<file path="config.mk">
export PLATFORM = sky130hd
export DESIGN_NAME = csp_regs
export DESIGN_NICKNAME = d
export VERILOG_FILES = /design/src/core/csp_regs.v
export VERILOG_INCLUDE_DIRS = /design/src /design/src/core
export SDC_FILE = /design/constraint.sdc
export NUM_CORES = 1
export LEC_CHECK = 0
export ABC_AREA = 1
export BUFFER_PORTS_ARGS = -buffer_cell sky130_fd_sc_hd__buf_2
export CORE_ASPECT_RATIO = 0.6
export CORE_MARGIN = 10
export CORE_UTILIZATION = 40
export CTS_BUF_LIST = sky130_fd_sc_hd__clkbuf_8
export DETAILED_ROUTE_END_ITERATION = 10
export SLEW_MARGIN = 10
export SYNTH_ARGS = -nofsm -noshare
export SYNTH_HDL_FRONTEND = slang
export SYNTH_SLANG_ARGS = --single-unit
</file>
<file path="constraint.sdc">
create_clock -name mclk_i -period 2.3 [get_ports mclk_i]
set_input_delay 0.46 -clock mclk_i [delete_from_list [all_inputs] [get_ports mclk_i]]
set_output_delay 0.46 -clock mclk_i [all_outputs]
set_load 0.005 [all_outputs]
</file>
<file path="src/core/csp_defines.vh">
/*
 * register map constants for the clock sync profile register bank.
 * assumes byte-wide register access over a plain strobe port.
 */
`ifndef CSP_DEFINES_VH
`define CSP_DEFINES_VH

// ---------------------------------------------------------------------
// profile 3 byte offsets, profile 7 alias offset and power-down address
// ---------------------------------------------------------------------
`define CSP_PRIO_ADDR        12'h6B2
`define CSP_INNER_TOL_ADDR   12'h6BA
`define CSP_OUTER_TOL_ADDR   12'h6BD
`define CSP_VALID_TIME_ADDR  12'h6C0
`define CSP_REDET_TIME_ADDR  12'h6C2
`define CSP_COEFF_ADDR       12'h6C4
`define CSP_RDIV_ADDR        12'h6D0
`define CSP_SDIV_ADDR        12'h6D4
`define CSP_FRAC_ADDR        12'h6D8
`define CSP_PH_LIMIT_ADDR    12'h6DB
`define CSP_PH_FILL_ADDR     12'h6DD
`define CSP_PH_DRAIN_ADDR    12'h6DE
`define CSP_FQ_LIMIT_ADDR    12'h6DF
`define CSP_FQ_FILL_ADDR     12'h6E2
`define CSP_FQ_DRAIN_ADDR    12'h6E3
`define CSP_PROF3_BASE       12'h6B2
`define CSP_PROF3_END        12'h6FF
`define CSP_ALIAS_OFFSET     12'h100
`define CSP_PWRDN_ADDR       12'hA00

// ---------------------------------------------------------------------
// field positions, counts, feedback minimum and reset value
// ---------------------------------------------------------------------
`define CSP_BYTE_SPAN        7'd78
`define CSP_PWRDN_RESET_BIT  7
`define CSP_PWRDN_SYSTEM_CLOCK_INPUT_BIT 5
`define CSP_PH_UNIT_BIT      7
`define CSP_SDIV_MIN         20'h00007
`define CSP_RESET_VAL        8'h00

`endif

</file>
<file path="src/core/csp_regs.v">
/*
 * byte-addressed register bank for one reference profile (profile 3,
 * aliased as profile 7) plus the reset/clock power-down control bits.
 * assumes a single-cycle strobe master on mclk_i that never needs wait
 * states; read data appears the cycle after the read strobe.
 */
`timescale 1ns/1ps
`include "csp_defines.vh"

module csp_regs (
    input  wire        mclk_i,
    input  wire        rst_n_i,
    input  wire [11:0] addr_i,
    input  wire [7:0]  wdata_i,
    input  wire        wr_i,
    input  wire        rd_i,
    output reg  [7:0]  rdata_o,
    output reg         soft_reset_o,
    output reg         system_clock_input_pd_o,
    output reg         phase_unit_ns_o,
    output reg  [30:0] input_divide_ratio_o,
    output reg  [20:0] feedback_divide_ratio_o,
    output reg         feedback_too_small_o,
    output reg  [19:0] inner_tol_o,
    output reg  [19:0] outer_tol_o,
    output reg  [15:0] phase_lock_limit_o,
    output reg  [23:0] freq_lock_limit_o
);

    // -----------------------------------------------------------------
    // byte storage
    // -----------------------------------------------------------------
    // one flat array covers 0x6B2..0x6FF; per-byte masks give the holes
    reg  [7:0]  mem_ff [0:77];
    reg  [7:0]  pwrdn_ff;
    reg  [7:0]  nxt_rdata;
    reg         hit_prof;
    reg  [6:0]  idx;
    reg  [11:0] local_addr;
    reg  [11:0] offs;
    integer     i;

    // profile 7 maps onto the same storage as profile 3
    function [11:0] fold_alias;
        input [11:0] a;
        begin
            if (a >= (`CSP_PROF3_BASE + `CSP_ALIAS_OFFSET) &&
                a <= (`CSP_PROF3_END + `CSP_ALIAS_OFFSET)) begin
                fold_alias = a - `CSP_ALIAS_OFFSET;
            end else begin
                fold_alias = a;
            end
        end
    endfunction

    // writable bits per byte; zeros are unused bits or spare space
    function [7:0] byte_mask;
        input [11:0] a;
        begin
            case (a)
                12'h6B2: byte_mask = 8'hBF;
                12'h6B3: byte_mask = 8'hFF;
                12'h6B4: byte_mask = 8'hFF;
                12'h6B5: byte_mask = 8'hFF;
                12'h6B6: byte_mask = 8'hFF;
                12'h6B7: byte_mask = 8'hFF;
                12'h6B8: byte_mask = 8'h00;
                12'h6B9: byte_mask = 8'h00;
                12'h6BA: byte_mask = 8'hFF;
                12'h6BB: byte_mask = 8'hFF;
                12'h6BC: byte_mask = 8'h0F;
                12'h6BD: byte_mask = 8'hFF;
                12'h6BE: byte_mask = 8'hFF;
                12'h6BF: byte_mask = 8'h0F;
                12'h6C0: byte_mask = 8'hFF;
                12'h6C1: byte_mask = 8'hFF;
                12'h6C2: byte_mask = 8'hFF;
                12'h6C3: byte_mask = 8'hFF;
                12'h6C4: byte_mask = 8'hFF;
                12'h6C5: byte_mask = 8'hFF;
                12'h6C6: byte_mask = 8'hFF;
                12'h6C7: byte_mask = 8'hFF;
                12'h6C8: byte_mask = 8'hFF;
                12'h6C9: byte_mask = 8'h7F;
                12'h6CA: byte_mask = 8'hFF;
                12'h6CB: byte_mask = 8'hFF;
                12'h6CC: byte_mask = 8'h3F;
                12'h6CD: byte_mask = 8'hFF;
                12'h6CE: byte_mask = 8'hFF;
                12'h6CF: byte_mask = 8'hFF;
                12'h6D0: byte_mask = 8'hFF;
                12'h6D1: byte_mask = 8'hFF;
                12'h6D2: byte_mask = 8'hFF;
                12'h6D3: byte_mask = 8'h3F;
                12'h6D4: byte_mask = 8'hFF;
                12'h6D5: byte_mask = 8'hFF;
                12'h6D6: byte_mask = 8'h0F;
                12'h6D7: byte_mask = 8'h00;
                12'h6D8: byte_mask = 8'hFF;
                12'h6D9: byte_mask = 8'hF3;
                12'h6DA: byte_mask = 8'h3F;
                12'h6DB: byte_mask = 8'hFF;
                12'h6DC: byte_mask = 8'hFF;
                12'h6DD: byte_mask = 8'hFF;
                12'h6DE: byte_mask = 8'hFF;
                12'h6DF: byte_mask = 8'hFF;
                12'h6E0: byte_mask = 8'hFF;
                12'h6E1: byte_mask = 8'hFF;
                12'h6E2: byte_mask = 8'hFF;
                12'h6E3: byte_mask = 8'hFF;
                // spare tail 0x6E4..0x6FF and anything unmapped
                default: byte_mask = 8'h00;
            endcase
        end
    endfunction

    // -----------------------------------------------------------------
    // decode
    // -----------------------------------------------------------------
    always @* begin
        local_addr = fold_alias(addr_i);
        hit_prof   = (local_addr >= `CSP_PROF3_BASE) &&
                     (local_addr <= `CSP_PROF3_END);
        // subtract at full width, then keep the in-range index bits
        offs       = local_addr - `CSP_PROF3_BASE;
        idx        = hit_prof ? offs[6:0] : 7'd0;
    end

    // -----------------------------------------------------------------
    // write path
    // -----------------------------------------------------------------
    // the soft reset bit never clears this storage
    always @(posedge mclk_i or negedge rst_n_i) begin
        if (!rst_n_i) begin
            for (i = 0; i < 78; i = i + 1) begin
                mem_ff[i] <= `CSP_RESET_VAL;
            end
            pwrdn_ff <= `CSP_RESET_VAL;
        end else if (wr_i) begin
            if (hit_prof) begin
                mem_ff[idx] <= wdata_i & byte_mask(local_addr);
            end
            if (addr_i == `CSP_PWRDN_ADDR) begin
                // bits 6 and 4..0 belong to other blocks and read zero here
                pwrdn_ff <= wdata_i & 8'hA0;
            end
        end
    end

    // -----------------------------------------------------------------
    // read path
    // -----------------------------------------------------------------
    always @* begin
        nxt_rdata = 8'h00;
        if (hit_prof) begin
            nxt_rdata = mem_ff[idx];
        end else if (addr_i == `CSP_PWRDN_ADDR) begin
            nxt_rdata = pwrdn_ff;
        end
    end

    always @(posedge mclk_i or negedge rst_n_i) begin
        if (!rst_n_i) begin
            rdata_o <= 8'h00;
        end else begin
            rdata_o <= rd_i ? nxt_rdata : 8'h00;
        end
    end

    // -----------------------------------------------------------------
    // decoded fields to the datapath
    // -----------------------------------------------------------------
    // registered so every output comes from a flop; one cycle of lag
    // after a write is harmless for quasi-static configuration
    always @(posedge mclk_i or negedge rst_n_i) begin
        if (!rst_n_i) begin
            soft_reset_o            <= 1'b0;
            system_clock_input_pd_o <= 1'b0;
            phase_unit_ns_o         <= 1'b0;
        end else begin
            soft_reset_o <= pwrdn_ff[`CSP_PWRDN_RESET_BIT];
            system_clock_input_pd_o <=
                pwrdn_ff[`CSP_PWRDN_SYSTEM_CLOCK_INPUT_BIT];
            phase_unit_ns_o <=
                mem_ff[0][`CSP_PH_UNIT_BIT];
        end
    end

    // -----------------------------------------------------------------
    // divider ratios
    // -----------------------------------------------------------------
    // the plus-one is done here so the datapath never sees a zero ratio
    always @(posedge mclk_i or negedge rst_n_i) begin
        if (!rst_n_i) begin
            input_divide_ratio_o <= 31'h00000001;
        end else begin
            input_divide_ratio_o <= {1'b0, mem_ff[33][5:0], mem_ff[32],
                mem_ff[31], mem_ff[30]} + 31'h00000001;
        end
    end

    // a too-small value is only flagged; software must keep it legal
    always @(posedge mclk_i or negedge rst_n_i) begin
        if (!rst_n_i) begin
            feedback_divide_ratio_o <= 21'h000001;
            feedback_too_small_o    <= 1'b1;
        end else begin
            feedback_divide_ratio_o <= {1'b0, mem_ff[36][3:0], mem_ff[35],
                mem_ff[34]} + 21'h000001;
            feedback_too_small_o <= {mem_ff[36][3:0], mem_ff[35],
                mem_ff[34]} < `CSP_SDIV_MIN;
        end
    end

    // -----------------------------------------------------------------
    // tolerance and lock windows
    // -----------------------------------------------------------------
    // multi-byte fields are not updated atomically; a reader may see a
    // mix of old and new bytes while software is part way through
    always @(posedge mclk_i or negedge rst_n_i) begin
        if (!rst_n_i) begin
            inner_tol_o <= 20'h00000;
            outer_tol_o <= 20'h00000;
        end else begin
            inner_tol_o <= {mem_ff[10][3:0], mem_ff[9], mem_ff[8]};
            outer_tol_o <= {mem_ff[13][3:0], mem_ff[12],
                mem_ff[11]};
        end
    end

    always @(posedge mclk_i or negedge rst_n_i) begin
        if (!rst_n_i) begin
            phase_lock_limit_o <= 16'h0000;
        end else begin
            phase_lock_limit_o <= {mem_ff[42], mem_ff[41]};
        end
    end

    always @(posedge mclk_i or negedge rst_n_i) begin
        if (!rst_n_i) begin
            freq_lock_limit_o <= 24'h000000;
        end else begin
            freq_lock_limit_o <= {mem_ff[47], mem_ff[46],
                mem_ff[45]};
        end
    end

    // coefficient, timer, rate and fraction bytes are held in mem_ff
    // indices 14..29, 38..40, 43..44, 48..49 with the masks above

endmodule // csp_regs

</file>
==> results_dict.tcl <==
set metrics [dict create \
    tns_ns -44.79 \
    async_flop_share_pct 100 \
    violations "negative setup slack" \
    place_area_um2 38900 \
    fin_crit_sh_pct 112 \
    worstSetupStartpointType "input port" \
    drive_gt1_share_pct 33.4 \
    finClkSkew_ns 0.0340 \
    final_cells 5704 \
    drtIter0Drc 3133 \
    num_rows 81 \
    required_ns 3.05 \
    synth.area.mux_share_pct 0.0343 \
    syn_area_um2 32800 \
    port_buffers 167 \
    ys_top_cells_by_area "dfrtp_1, nand2_1, nor2_1" \
    status "finished, violations left" \
    total_leakage_power_nw 22.8 \
    fin_hold_ws_ns 0.180 \
    wl_um 125000 \
    layout.nets 4567 \
    setup_ws_ns -0.270 \
    crit_family "simple AND/OR/NAND/NOR gates" \
    grt_pass1_wl_um 179000 \
    rsz0062_at_grt "yes" \
    root_buffer "clkbuf_8" \
    io-pin-count 168 \
    drv_slew 0 \
    clockBufferDepth 3 \
    synthAdderAreaFrac_pct 0.267 \
    syn_area_per_cell_um2 8.67 \
    syn2layout_area_growth_pct 40.7 \
    place_congestion 0.954 \
    synth_cells 3785 \
    synth_simple_gate_area_share_pct 22.9 \
    p_per_area_nw_per_um2 571 \
    crit_type "in2reg" \
    antenna_left 0 \
    synth_enable_flop_cells 0 \
    r2r_cells 12 \
    start_util_pct 40.3 \
    ys_types 44 \
    ir_worst_vdd_v 0.000391 \
    wl_per_cell_um 21.9 \
    yosys_warnings 0 \
    track_usage_pct 24.6 \
    floorplan.die.height_um 242 \
    path_buf_inv 6 \
    crit_top_cell "nand2_1" \
    clkTransAtPathRegs_ns 0.07 \
    cap_violations 0 \
    crit_fanout 17 \
    dp_slack_ns -1.55 \
    synth_top_family_by_area "simple AND/OR/NAND/NOR gates" \
    dieArea_um2 94200 \
    die_x_um 390 \
    num_vias 30300 \
    synth_xor_area_share_pct 1.23 \
    grt-ovfl-total 0 \
    yosysSeqAreaShare_pct 58.8 \
    hold_path_class "in2async" \
    setup_violations 508 \
    placed_cells 5320 \
    syn_nets 3816 \
    critical_path_arrival_ns 3.32 \
    drc 0 \
    ys.flop_type "dfrtp_1" \
    min_period_ns 2.57 \
    antenna_found_initial 4 \
    fin_area_um2 46100 \
    fin_util_pct 56.7 \
    cts_tree "done" \
    power_mw 26.4 \
    yosysTopAreaCell "dfrtp_1" \
    ys_ff_latch 770 \
    cpPeakStageDelay_ns 0.18 \
    end_kind "flop" \
    grt_pass1_vias 28100 \
    synth-compound-area-share_pct 10.4 \
    fmax_mhz 389 \
    cts_max_level 3 \
    core_um2 81400 \
    vias_per_cell 5.31 \
    hold_violations 0 \
    clk_latency_ns 0.83 \
    firstDrtPassIters 5 \
    grt_max_degree 98 \
    hpwl_um 81900 \
    cts_buffers 113 \
    worst_pin_slew_ns 0.578 \
    cp.depth 25 \
    slew_headroom_pct 61.5 \
    cts_sinks 770 \
    cp_slowest_cell "ha_4" \
    synth_top_cell_area_share_pct 58.5 \
]
==> cells by family after synthesis <==
kind of cell | count (synthesis)
and+or+nand+nor | 1816
DFF | 770
AOI/OAI and AO/OA | 616
buffers and inverters | 529
xor gates and xnor gates | 46
adders and majority gates | 7
muxes | 1
==> placed cells by master (no fill, tap or decap), drive strengths merged, types with 7 or more instances in the layout <==
master    count
a21oi        53
buf         768
bufinv        7
clkbuf      156
clkinv       23
clkinvlp     33
dfrtp       767
ha            7
inv         374
nand2      1219
nand3        89
nand4        23
nor2        448
nor3         23
nor4          8
o211ai       13
o21ai       343
o22ai       194
xor2         42
==> area by class of cell <==
cell class | count | area, um^2
Antenna cell | 2 | 5.00
Clock buffer | 141 | 1940
Clock inverter | 61 | 434
Fill cell | 6961 | 35200
Inverter | 358 | 1610
Multi-Input combinational cell | 2486 | 13600
Sequential cell | 770 | 19300
Tap cell | 1079 | 1350
Timing Repair Buffer | 789 | 7820
Timing Repair inverter | 18 | 139
==> sequential cells by signal, summed over array words and instances (netlist names) <==
name / flops
phase_lock_limit_o: 16
phase_unit_ns_o: 1
feedback_too_small_o: 1
rdata_o: 8
feedback_divide_ratio_o: 21
input_divide_ratio_o: 31
soft_reset_o: 1
mem_ff: 624
freq_lock_limit_o: 24
system_clock_input_pd_o: 1
pwrdn_ff: 2
inner_tol_o: 20
outer_tol_o: 20
==> routing by layer <==
layer / track usage (%) / wire length, um / vias to the layer above
met5: 0 / 78 / -
met4: 6.89 / 3940 / 4
met3: 7.14 / 16300 / 250
met2: 33.8 / 50300 / 1678
met1: 37.0 / 54600 / 14700
li1: - / - / 13600
==> report_power, final <==
part	switching (mW)	leakage, nW	internal (mW)	total, mW
Sequential	0.00346	9.59	13.6	13.6
Combinational	0.675	11.9	0.325	0.999
Clock	5.61	1.35	6.18	11.8
==> cells in the mapped netlist (7+ instances only) <==
cell type and instances:
nor4_1 8, o211ai_1 13, nor2_4 45, o21ai_1 73
buf_1 7, nand4_1 23, nand3_1 88, nor3_1 22
nor2_1 367, ha_1 7, nand2_1 1214, buf_2 84
o21ai_0 269, inv_2 31, clkbuf_1 77, a21oi_1 53
dfrtp_1 767, inv_1 325, xor2_1 42, o22ai_1 194
nor2_2 35
==> what timing repair did <==
item | CTS | global route
hold buffers | 6 | 0
resized for setup | 345 | 539
pin swaps | 120 | 201
setup buffers | 66 | 87
endpoints found under the setup margin | 571 | 648
cloned | 16 | 29
endpoints found under the hold margin | 164 | 0
==> worst paths after layout <==
check	slack, ns	end	from
worst min register to register	0.38	freq_lock_limit_o[5]	mem_ff[261]
worst max-delay path	-0.27	rdata_o[5]	addr_i[9]
max in group asynchronous	1.10	mem_ff[30]	rst_n_i
worst max register to register	0.01	input_divide_ratio_o[24]	mem_ff[377]
worst min-delay path	0.18	mem_ff[364]	rst_n_i
min in group mclk_i	0.19	mem_ff[166]	wdata_i[6]
Note: power is estimated with default switching activity, not from simulation.
